## src/rtl/cmp_ctrl_pkg.sv

```systemverilog
// Constants shared by the dual comparator control block.
// Assumes an 8-bit register port with byte-wide data.
package cmp_ctrl_pkg;

  // ==================================================================
  // Register offsets.
  localparam logic [7:0] OFS_CMP_CONTROL = 8'h9c;
  localparam logic [7:0] OFS_IRQ_CONTROL = 8'ha0;
  localparam logic [7:0] OFS_PORT_DATA   = 8'ha1;
  localparam logic [7:0] OFS_PORT_DIR    = 8'ha2;

  // ==================================================================
  // Field positions of comparator_control.
  localparam int BIT_CMP2_RESULT   = 7;
  localparam int BIT_CMP1_RESULT   = 6;
  localparam int BIT_CMP2_POLARITY = 5;
  localparam int BIT_CMP1_POLARITY = 4;
  localparam int BIT_INPUT_SWITCH  = 3;
  localparam int MODE_MSB          = 2;

  // ==================================================================
  // Field positions of irq_control.
  localparam int BIT_IRQ_FLAG      = 0;
  localparam int BIT_IRQ_ENABLE    = 1;
  localparam int BIT_PERIPH_ENABLE = 2;
  localparam int BIT_GLOBAL_ENABLE = 3;

  // ==================================================================
  // Reset values.
  localparam logic [5:0] RST_CONTROL  = 6'h07;
  localparam logic [3:0] RST_IRQ      = 4'h0;
  localparam logic [5:0] RST_PORT_DAT = 6'h00;
  localparam logic [5:0] RST_PORT_DIR = 6'h3f;
  localparam logic [1:0] RST_RESULT   = 2'h0;

  // ==================================================================
  // Mode codes.
  localparam logic [2:0] MODE_RESET   = 3'h0;
  localparam logic [2:0] MODE_OUT_PIN = 3'h3;
  localparam logic [2:0] MODE_INT_REF = 3'h6;
  localparam logic [2:0] MODE_OFF     = 3'h7;

  // ==================================================================
  // Port line widths.
  localparam int PORT_LINES   = 6;
  localparam int ANALOG_LINES = 4;

endpackage

```

## src/rtl/dual_comparator_control.sv

```systemverilog
// Control, status and change detection around two analog comparators.
// Assumes a register port on clk_sys and raw comparator levels that
// arrive asynchronously from the analog macro.
`timescale 1ns/100ps

module dual_comparator_control
  import cmp_ctrl_pkg::*;
(
  input  wire logic                  clk_sys,
  input  wire logic                  rst_b,
  input  wire logic                  ce,
  input  wire logic [7:0]            reg_addr,
  input  wire logic [7:0]            reg_wdata,
  input  wire logic                  reg_wr,
  input  wire logic                  reg_rd,
  output logic      [7:0]            reg_rdata,
  input  wire logic                  cmp1_raw,
  input  wire logic                  cmp2_raw,
  input  wire logic [PORT_LINES-1:0] port_a_in,
  output logic      [1:0]            port_a_hi_out,
  output logic      [1:0]            port_a_hi_oe_b,
  output logic      [2:0]            cmp_mode_sel,
  output logic                       input_switch,
  output logic                       vref_to_plus,
  output logic                       cmp_power,
  output logic      [ANALOG_LINES-1:0] analog_select,
  input  wire logic                  halt,
  output logic                       irq_req,
  output logic                       wake_req
);

  // ==================================================================
  // Decoding helpers.

  // Lines 0 to 3 are analog in every mode except the off mode.
  function automatic logic [ANALOG_LINES-1:0] analog_of(
    input logic [2:0] mode
  );
    analog_of = (mode == MODE_OFF) ? '0 : '1;
  endfunction

  // Comparators run in every mode except reset and off.
  function automatic logic active_of(input logic [2:0] mode);
    active_of = (mode != MODE_OFF) && (mode != MODE_RESET);
  endfunction

  // ==================================================================
  // State.

  logic [5:0]            control;
  logic                  irq_flag;
  logic                  irq_enable;
  logic                  periph_enable;
  logic                  global_enable;
  logic [5:0]            port_data;
  logic [5:0]            port_dir;
  logic [1:0]            result_ref;

  logic [5:0]            next_control;
  logic                  next_irq_flag;
  logic [2:0]            next_irq_bits;
  logic [5:0]            next_port_data;
  logic [5:0]            next_port_dir;
  logic [1:0]            next_result_ref;
  logic [7:0]            next_rdata;

  // ==================================================================
  // Synchronised inputs.

  logic [1:0]            cmp_sync;
  logic [PORT_LINES-1:0] pin_sync;

  sync2 #(
    .WIDTH (2)
  ) u_cmp_sync (
    .clk_sys (clk_sys),
    .rst_b   (rst_b),
    .ce      (ce),
    .d       ({cmp2_raw, cmp1_raw}),
    .q       (cmp_sync)
  );

  sync2 #(
    .WIDTH (PORT_LINES)
  ) u_pin_sync (
    .clk_sys (clk_sys),
    .rst_b   (rst_b),
    .ce      (ce),
    .d       (port_a_in),
    .q       (pin_sync)
  );

  // ==================================================================
  // Control fields.

  wire [2:0] mode      = control[MODE_MSB:0];
  wire [1:0] polarity  = {control[BIT_CMP2_POLARITY],
                          control[BIT_CMP1_POLARITY]};
  wire       in_switch = control[BIT_INPUT_SWITCH];
  wire       active    = active_of(mode);
  wire       route_out = (mode == MODE_OUT_PIN);

  // ==================================================================
  // Result path.

  // Comparators that are switched off report their polarity bit as the result.
  wire [1:0] cmp_gated = active ? cmp_sync : 2'h0;
  wire [1:0] result    = cmp_gated ^ polarity;

  // ==================================================================
  // Register decode.

  wire sel_cmp  = (reg_addr == OFS_CMP_CONTROL);
  wire sel_irq  = (reg_addr == OFS_IRQ_CONTROL);
  wire sel_dat  = (reg_addr == OFS_PORT_DATA);
  wire sel_dir  = (reg_addr == OFS_PORT_DIR);

  wire wr_cmp   = reg_wr && sel_cmp;
  wire wr_irq   = reg_wr && sel_irq;
  wire wr_dat   = reg_wr && sel_dat;
  wire wr_dir   = reg_wr && sel_dir;
  wire acc_cmp  = (reg_wr || reg_rd) && sel_cmp;

  // ==================================================================
  // Change detection.

  wire mismatch = (result != result_ref);

  // Any access to the control word takes the present results as the
  // new reference, which ends the mismatch on the next cycle unless a write changes polarity or switches the comparators on or off.
  assign next_result_ref = acc_cmp ? result : result_ref;

  // A mismatch sets the flag even in a cycle that writes it to zero,
  // so the clear only holds once the reference has been reloaded.
  assign next_irq_flag = mismatch ? 1'b1 :
                         wr_irq ? reg_wdata[BIT_IRQ_FLAG] :
                         irq_flag;

  assign next_irq_bits = wr_irq ?
    {reg_wdata[BIT_GLOBAL_ENABLE], reg_wdata[BIT_PERIPH_ENABLE],
     reg_wdata[BIT_IRQ_ENABLE]} :
    {global_enable, periph_enable, irq_enable};

  // ==================================================================
  // Writable control.

  assign next_control = wr_cmp ? reg_wdata[5:0] : control;
  assign next_port_data = wr_dat ? reg_wdata[5:0] : port_data;
  assign next_port_dir  = wr_dir ? reg_wdata[5:0] : port_dir;

  // ==================================================================
  // Read data.

  wire [PORT_LINES-1:0] analog_mask = {2'h0, analog_of(mode)};
  wire [PORT_LINES-1:0] port_view   = pin_sync & ~analog_mask;

  wire [7:0] rd_cmp = {result, control};
  wire [7:0] rd_irq = {4'h0, global_enable, periph_enable,
                       irq_enable, irq_flag};
  wire [7:0] rd_dat = {2'h0, port_view};
  wire [7:0] rd_dir = {2'h0, port_dir};

  assign next_rdata = !reg_rd ? 8'h00 :
                      sel_cmp ? rd_cmp :
                      sel_irq ? rd_irq :
                      sel_dat ? rd_dat :
                      sel_dir ? rd_dir : 8'h00;

  // ==================================================================
  // Interrupt request and wake.

  wire all_enabled = irq_enable && periph_enable && global_enable;
  wire next_irq    = irq_flag && all_enabled;
  wire next_wake   = irq_flag && irq_enable && halt;

  // ==================================================================
  // Registers.

  always_ff @(posedge clk_sys or negedge rst_b) begin
    if (!rst_b) begin
      control <= RST_CONTROL;
    end else if (ce) begin
      control <= next_control;
    end
  end

  always_ff @(posedge clk_sys or negedge rst_b) begin
    if (!rst_b) begin
      irq_flag      <= RST_IRQ[BIT_IRQ_FLAG];
      irq_enable    <= RST_IRQ[BIT_IRQ_ENABLE];
      periph_enable <= RST_IRQ[BIT_PERIPH_ENABLE];
      global_enable <= RST_IRQ[BIT_GLOBAL_ENABLE];
    end else if (ce) begin
      irq_flag      <= next_irq_flag;
      irq_enable    <= next_irq_bits[0];
      periph_enable <= next_irq_bits[1];
      global_enable <= next_irq_bits[2];
    end
  end

  always_ff @(posedge clk_sys or negedge rst_b) begin
    if (!rst_b) begin
      port_data <= RST_PORT_DAT;
      port_dir  <= RST_PORT_DIR;
    end else if (ce) begin
      port_data <= next_port_data;
      port_dir  <= next_port_dir;
    end
  end

  always_ff @(posedge clk_sys or negedge rst_b) begin
    if (!rst_b) begin
      result_ref <= RST_RESULT;
    end else if (ce) begin
      result_ref <= next_result_ref;
    end
  end

  always_ff @(posedge clk_sys or negedge rst_b) begin
    if (!rst_b) begin
      reg_rdata <= 8'h00;
      irq_req   <= 1'b0;
      wake_req  <= 1'b0;
    end else if (ce) begin
      reg_rdata <= next_rdata;
      irq_req   <= next_irq;
      wake_req  <= next_wake;
    end
  end

  // ==================================================================
  // Analog side controls.

  always_ff @(posedge clk_sys or negedge rst_b) begin
    if (!rst_b) begin
      cmp_mode_sel  <= RST_CONTROL[MODE_MSB:0];
      input_switch  <= 1'b0;
      vref_to_plus  <= 1'b0;
      cmp_power     <= 1'b0;
      analog_select <= '0;
    end else if (ce) begin
      cmp_mode_sel  <= mode;
      input_switch  <= (mode == MODE_INT_REF) && in_switch;
      vref_to_plus  <= (mode == MODE_INT_REF);
      cmp_power     <= active;
      analog_select <= analog_of(mode);
    end
  end

  // ==================================================================
  // Output pins of lines 4 and 5.

  port_a_pin_mux u_pin_mux (
    .route_out  (route_out),
    .cmp_raw    ({cmp2_raw, cmp1_raw}),
    .polarity   (polarity),
    .latch_data (port_data[5:4]),
    .direction  (port_dir[5:4]),
    .pin_out    (port_a_hi_out),
    .pin_oe_b   (port_a_hi_oe_b)
  );

endmodule

```

## src/rtl/sync2.sv

```systemverilog
// Two-stage synchroniser for a bus of independent levels.
// Assumes each bit is a level from outside the clock's domain.
`timescale 1ns/100ps
module sync2 #(
  parameter int WIDTH = 1
) (
  input  wire logic             clk_sys,
  input  wire logic             rst_b,
  input  wire logic             ce,
  input  wire logic [WIDTH-1:0] d,
  output logic      [WIDTH-1:0] q
);

  logic [WIDTH-1:0] meta;

  // ==================================================================
  // One pair of flip-flops per bit.
  genvar i;
  generate
    for (i = 0; i < WIDTH; i++) begin : g_bit
      always_ff @(posedge clk_sys or negedge rst_b) begin
        if (!rst_b) begin
          meta[i] <= 1'b0;
          q[i]    <= 1'b0;
        end else if (ce) begin
          meta[i] <= d[i];
          q[i]    <= meta[i];
        end
      end
    end
  endgenerate

endmodule

```

## src/rtl/port_a_pin_mux.sv

```systemverilog
// Output path of port lines 4 and 5.
// Assumes raw comparator levels straight from the analog side.
`timescale 1ns/100ps
module port_a_pin_mux (
  input  wire logic       route_out,
  input  wire logic [1:0] cmp_raw,
  input  wire logic [1:0] polarity,
  input  wire logic [1:0] latch_data,
  input  wire logic [1:0] direction,
  output logic      [1:0] pin_out,
  output logic      [1:0] pin_oe_b
);

  // ==================================================================
  // Comparator levels reach the pins with no clocked stage.
  wire [1:0] cmp_level = cmp_raw ^ polarity;

  assign pin_out  = route_out ? cmp_level : latch_data;
  assign pin_oe_b = direction;

endmodule

```

## config.mk

```make
export PLATFORM = sky130hd
export DESIGN_NAME = dual_comparator_control
export DESIGN_NICKNAME = d
export VERILOG_FILES = /design/src/rtl/cmp_ctrl_pkg.sv /design/src/rtl/dual_comparator_control.sv /design/src/rtl/sync2.sv /design/src/rtl/port_a_pin_mux.sv
export SDC_FILE = /design/constraint.sdc
export NUM_CORES = 1
export LEC_CHECK = 0
export BUFFER_PORTS_ARGS = -buffer_cell sky130_fd_sc_hd__buf_2
export CAP_MARGIN = 10
export CORE_MARGIN = 1
export CORE_UTILIZATION = 50
export CTS_CLUSTER_DIAMETER = 80
export CTS_CLUSTER_SIZE = 24
export DETAILED_ROUTE_END_ITERATION = 8
export GPL_TIMING_DRIVEN = 0
export PLACE_DENSITY = 0.76
export SYNTH_ARGS = -nofsm -noshare
export SYNTH_HDL_FRONTEND = slang
export SYNTH_SLANG_ARGS = --single-unit
```

## constraint.sdc

```tcl
create_clock -name clk_sys -period 1.7 [get_ports clk_sys]
set_input_delay 0.34 -clock clk_sys [delete_from_list [all_inputs] [get_ports clk_sys]]
set_output_delay 0.34 -clock clk_sys [all_outputs]
set_load 0.005 [all_outputs]
```

## Yosys cells after proc, flatten, opt, wreduce, memory -nomap -nowiden

Cells that the tools add are included.

| storage, ports and cells | value |
|---|---|
| memories | 0 |
| flip-flop bits (word level) | 60 |
| output and inout bits | 24 |
| bits in writable memories | 0 |
| bits in latches | 0 |
| bits in read-only memories | 0 |
| bits of input ports | 30 |
| word-level logic and storage cells | 76 |

| operators by class | value |
|---|---|
| shift operators | 0 |
| $add $sub $neg | 0 |
| multipliers | 0 |
| eq/ne operators | 9 |
| divide/modulo/power cells | 0 |
| bitwise gates (word level) | 4 |
| magnitude comparators | 0 |
| reduce and logical (&&, ||, !) cells | 21 |
| multiplexer cells | 10 |

Operator list:

| cell | count |
|---|---|
| == test 8 bit, second input constant | 4 |
| 2-to-1 mux 6 bit | 3 |
| 2-to-1 mux 8 bit | 2 |
| logical AND 1 bit | 12 |
| AND reduction 2 bit | 6 |
| bitwise AND 6 bit | 1 |
| == test 3 bit, second input constant | 2 |
| NOT 4 -> 6 bit | 1 |
| 2-to-1 mux 2 bit | 2 |
| 2-to-1 mux 4 bit | 1 |
| XOR 2 bit | 2 |
| == test 3 x 2 -> 1 bit, second input constant | 1 |
| inequality test 3 bit, second input constant | 1 |
| nonzero test 3 bit | 1 |
| 2-to-1 mux 1 bit | 2 |
| inequality test 2 bit | 1 |
| nonzero test 2 bit | 1 |
| logical OR 1 bit | 1 |

## Logic depth before layout (Yosys ltp)

| depth | value |
|---|---|
| word-level depth | 8 |
| mapped depth | 6 |
| mapped depth without buffers | 5 |

## Hierarchy

A second synthesis with hierarchy kept.

| unflattened totals | value |
|---|---|
| cell total of the unflattened synthesis | 194 |
| area, all modules | 2474.9 µm² |

By module, submodules not included:

| module | sequential area each (µm²) | cells an instance | area an instance (µm²) | times used |
|---|---|---|---|---|
| dual_comparator_control | 940.9 | 153 | 1795.5 | 1 |
| sync2 (u_pin_sync) | 300.3 | 25 | 484.2 | 1 |
| sync2 (u_cmp_sync) | 100.1 | 8 | 145.1 | 1 |
| port_a_pin_mux | 0.0 | 8 | 50.0 | 1 |

## Worst setup path before layout

OpenSTA, ideal clock, no wires.

| timing | value |
|---|---|
| kind | input-to-reg |
| start | input port reg_addr[7] |
| end | register result_ref[0] |
| slack | -0.177 ns |
| data required time | 1.575 ns |
| cell stages on the path | 6 |
| buffers on the path | 1 |
| arrival | 1.753 ns |
| library setup time | 0.125 ns |
| cell sequence | or2b_1 nor4_4 nor2b_1 buf_4 nand2b_1 mux2_2 |

| between the ends | value |
|---|---|
| longest elaborated chain between the ends | 3 |

RTL lines:

| element | RTL line | RTL |
|---|---|---|
| start: declaration | dual_comparator_control.sv:12 | `input wire logic [7:0] reg_addr,` |
| == test 8 bit | dual_comparator_control.sv:113 | `wire sel_cmp = (reg_addr == OFS_CMP_CONTROL);` |
| logical AND 1 bit | dual_comparator_control.sv:122 | `wire acc_cmp = (reg_wr \|\| reg_rd) && sel_cmp;` |
| AND reduction 2 bit (no source line) | -- |  |
| end signal: assignment | dual_comparator_control.sv:215 | `result_ref <= next_result_ref;` |
| end: declaration | dual_comparator_control.sv:57 | `logic [1:0] result_ref;` |

No other way between the ends.
A chain may end at the register's enable or synchronous reset.

## Final worst setup path

| timing | value |
|---|---|
| start | input port reg_addr[4] |
| end | register port_dir[5] |

| between the ends | value |
|---|---|
| longest elaborated chain between the ends | 3 |

RTL lines:

| element | RTL line | RTL |
|---|---|---|
| == test 8 bit | dual_comparator_control.sv:116 | `wire sel_dir = (reg_addr == OFS_PORT_DIR);` |
| logical AND 1 bit | dual_comparator_control.sv:121 | `wire wr_dir = reg_wr && sel_dir;` |
| AND reduction 2 bit (no source line) | -- |  |
| end signal: assignment | dual_comparator_control.sv:207 | `port_dir <= next_port_dir;` |
| end: declaration | dual_comparator_control.sv:56 | `logic [5:0] port_dir;` |

No other way between the ends.

==> metrics.txt <==
IO buf count=50; worst path bufs/invs=2; WP data required=1.93 ns; leakage=1.42 nW; clk root buf=clkbuf_8; H-tree depth=2; Top FF cell, synth=dfrtp_1; gpl congestion=0.868; vias in the first global route=1803; fraction of registers with async set/reset=100%; antenna viol nets, final=0; clk buf depth=2; HP Class=in2reg; number of synthesized register bits=53; Pins Over Slew Limit=0; Reg clk slew, reported paths=0.08 ns; fin crit share=101%; CTS sink count=53; cells on worst reg2reg path=5; largest area contributor in the netlist=dfrtp_1; Synth Instances=206; area share of the largest cell type after synthesis=41.1%; ANT cells=0; Max Cap Viol=0; Ys Warns=0; RSZ-0062 raised after global routing=true; crit-path leading delay family=simple AND/OR/NAND/NOR gates; Post-Syn Nets=236; Die Footprint=5280 um^2; final core occ=65.2%; crit-path max FO=6; total CTS buffers=5; initial DRC count=122; initial antenna violation count=0; failing checks=negative setup slack; worst path cell trace=buf_6 > or4b_4 > nor3_4 > nor3b_4 > buf_6 > mux2_4; core box area=4750 um^2; syn avg cell area=12.1 um^2; Layout area overhead=24.3%; die height=72.7 um; Layout Skew=0.00868 ns; crit end category=flop; sequential cell area fraction in the yosys report=53.7%; DP HPWL=3.73 mm; clk_lat worst skew=0.31 ns; initial core utilization=a little over half; R2R Path Start=control[1]; commonest non-fill, non-tap cell in the layout=buf_2; Setup TNS Final=-0.0491 ns; # rows=25; worst setup path category=in2reg; CP arrival=1.95 ns; total gr overflow=0; synthesized area=2500 um^2; global-route wire length before repair=approximately 8.5 mm; drt pass-1 iters=4; Unique masters post-synth=38; fmax=just under 600 MHz; Critical Path Start=reg_addr[4]; Slew headroom=between 60 and 70%; Die X=72.7 um; Cell Pwr Density=751 nW/um^2; critical path depth in cells=6; Slew @ Worst Pin=0.576 ns; ratio of cells with drive above 1 in the final layout=48.7%; Final setup viols=5; minimum clock period=1.71 ns; DR vias/cell=5.29; Critical Path End=port_dir[5]; Wirelength per Cell=15.5 um; top cells by area, synth=dfrtp_1, mux2_2, dfstp_2, xnor2_1, o22ai_1; reg-to-reg critical path endpoint=reg_rdata[3]; I/O pin total=54; Slowest-stage cell, CP=or4b_4; # DRC=0; Final WS setup=-0.0128 ns; Post-synth EDFFs=0; largest net degree at the start of global routing=54; Critical Path Max Stage Delay=0.60 ns; WL final=5.34 mm; r2r setup slk=0.09 ns; CP dominant cell by count=buf_6; fillers=401; maximum vdd drop=0.418 mV; most frequent cells in the layout=buf_2, dfrtp_1, mux2_2, buf_4, inv_1; All-Layer GR Usage=21.8%; via count=1819; Worst setup SP type=input port; Final Hold Fails=0; CTS tree=done; status=complete, but fails checks; Nets=~300
[worst reg2reg max path, cell delays in order, from the launching register on]
cell	delay, ns
dfstp_2	0.38
buf_4	0.16
and3_1	0.23
and3_1	0.22
a221oi_1	0.35
o22ai_1	0.15
[power by group]
part | leakage (nW) | internal [mW] | switching [mW] | total (mW)
Sequential | 0.654 | 1.34 | 0.0455 | 1.38
Combinational | 0.731 | 0.137 | 0.131 | 0.268
Clock | 0.0385 | 0.292 | 0.387 | 0.679
Total | 1.42 | 1.76 | 0.564 | 2.33
[routing by layer]
layer  track usage [%]  up-vias  part of all wire [%]
li1                  -      869                     -
met4              8.28        0                   1.9
met1              28.9      884                    44
met2              35.1       55                    49
met5                 0        -                     0
met3              5.11       11                   5.2
[registers in the layout, indices dropped and copies added, names as in the netlist, 3 cells and up]
| register | cells |
|---|---|
| reg_rdata | 8 |
| control | 6 |
| port_dir | 6 |
| u_pin_sync.meta | 6 |
| u_pin_sync.q | 6 |
| cmp_mode_sel | 3 |
[cell type report]
| cell class | instances | area (um^2) | share of cell area [%] |
|---|---|---|---|
| clock inverters | 1 | 7.51 | 0.242 |
| plain buffers | 12 | 67.6 | 2.18 |
| inverters | 14 | 52.6 | 1.69 |
| well taps | 67 | 83.8 | 2.70 |
| repair buffers | 64 | 387 | 12.5 |
| multi-input cells | 126 | 1090 | 35.0 |
| flip-flops and latches | 53 | 1340 | 43.2 |
| clock buffers | 7 | 76.3 | 2.46 |
[per-stage QoR]
stage | cell area (um^2) | total power, mW | setup slack, ns | instances | hold WS (ns)
2_1_floorplan | 2510 | 1.53 | -0.140 | 206 | 0.0444
3_3_place_gp | 2840 | 1.64 | -0.431 | 323 | 0.484
3_5_place_dp | 2840 | 1.65 | -0.442 | 323 | 0.490
4_1_cts | 3000 | 2.34 | 0.00144 | 340 | 0.251
5_1_grt | 3100 | 2.44 | -0.0520 | 344 | 0.266
6_report | 3100 | 2.33 | -0.0128 | 344 | 0.265
[timing repair]
item	CTS	global route
pin swaps	1	4
endpoints found under the setup margin	11	15
resized for setup	1	13
hold endpoints to repair	0	9
setup buffers	9	3
hold buffers	0	1
[Yosys cell counts (all sizes together), types with 2 or more instances]
| cell type | n |
|---|---|
| a21oi | 2 |
| nor2 | 6 |
| buf | 8 |
| and3 | 2 |
| dfstp | 12 |
| nor3b | 2 |
| a22oi | 2 |
| nor2b | 2 |
| clkbuf | 5 |
| a21o | 3 |
| xnor2 | 8 |
| nand2 | 8 |
| dfrtp | 41 |
| o22ai | 9 |
| inv | 14 |
| mux2 | 38 |
| a22o | 2 |
| nand2b | 6 |
| a221oi | 3 |
| o21ai | 9 |
| nor4b | 2 |
| nand3 | 7 |
| a31oi | 2 |
| nand4 | 2 |
[cells by family after synthesis]
logic type / count (synthesis) / synth area share [%]
AOI/OAI and AO/OA: 35 / 9.17
xor gates and xnor gates: 8 / 2.81
buffers and inverters: 27 / 4.96
DFF: 53 / 53.7
muxes: 39 / 17.5
and+or+nand+nor: 44 / 11.8
[worst min-delay path by stage]
stage | slack (ns) | start | endpoint | cells after the start
2_1_floorplan | 0.04 | rst_b | analog_select[2] | 0
3_3_place_gp | 0.48 | u_pin_sync.meta[2] | u_pin_sync.q[2] | 1
3_5_place_dp | 0.49 | u_pin_sync.meta[0] | u_pin_sync.meta[0] | 1
4_1_cts | 0.25 | port_a_in[1] | u_pin_sync.meta[1] | 2
5_1_grt | 0.27 | port_a_in[1] | u_pin_sync.meta[1] | 2
6_report | 0.27 | port_a_in[1] | u_pin_sync.meta[1] | 2
Power figures use the tool's default switching activity.
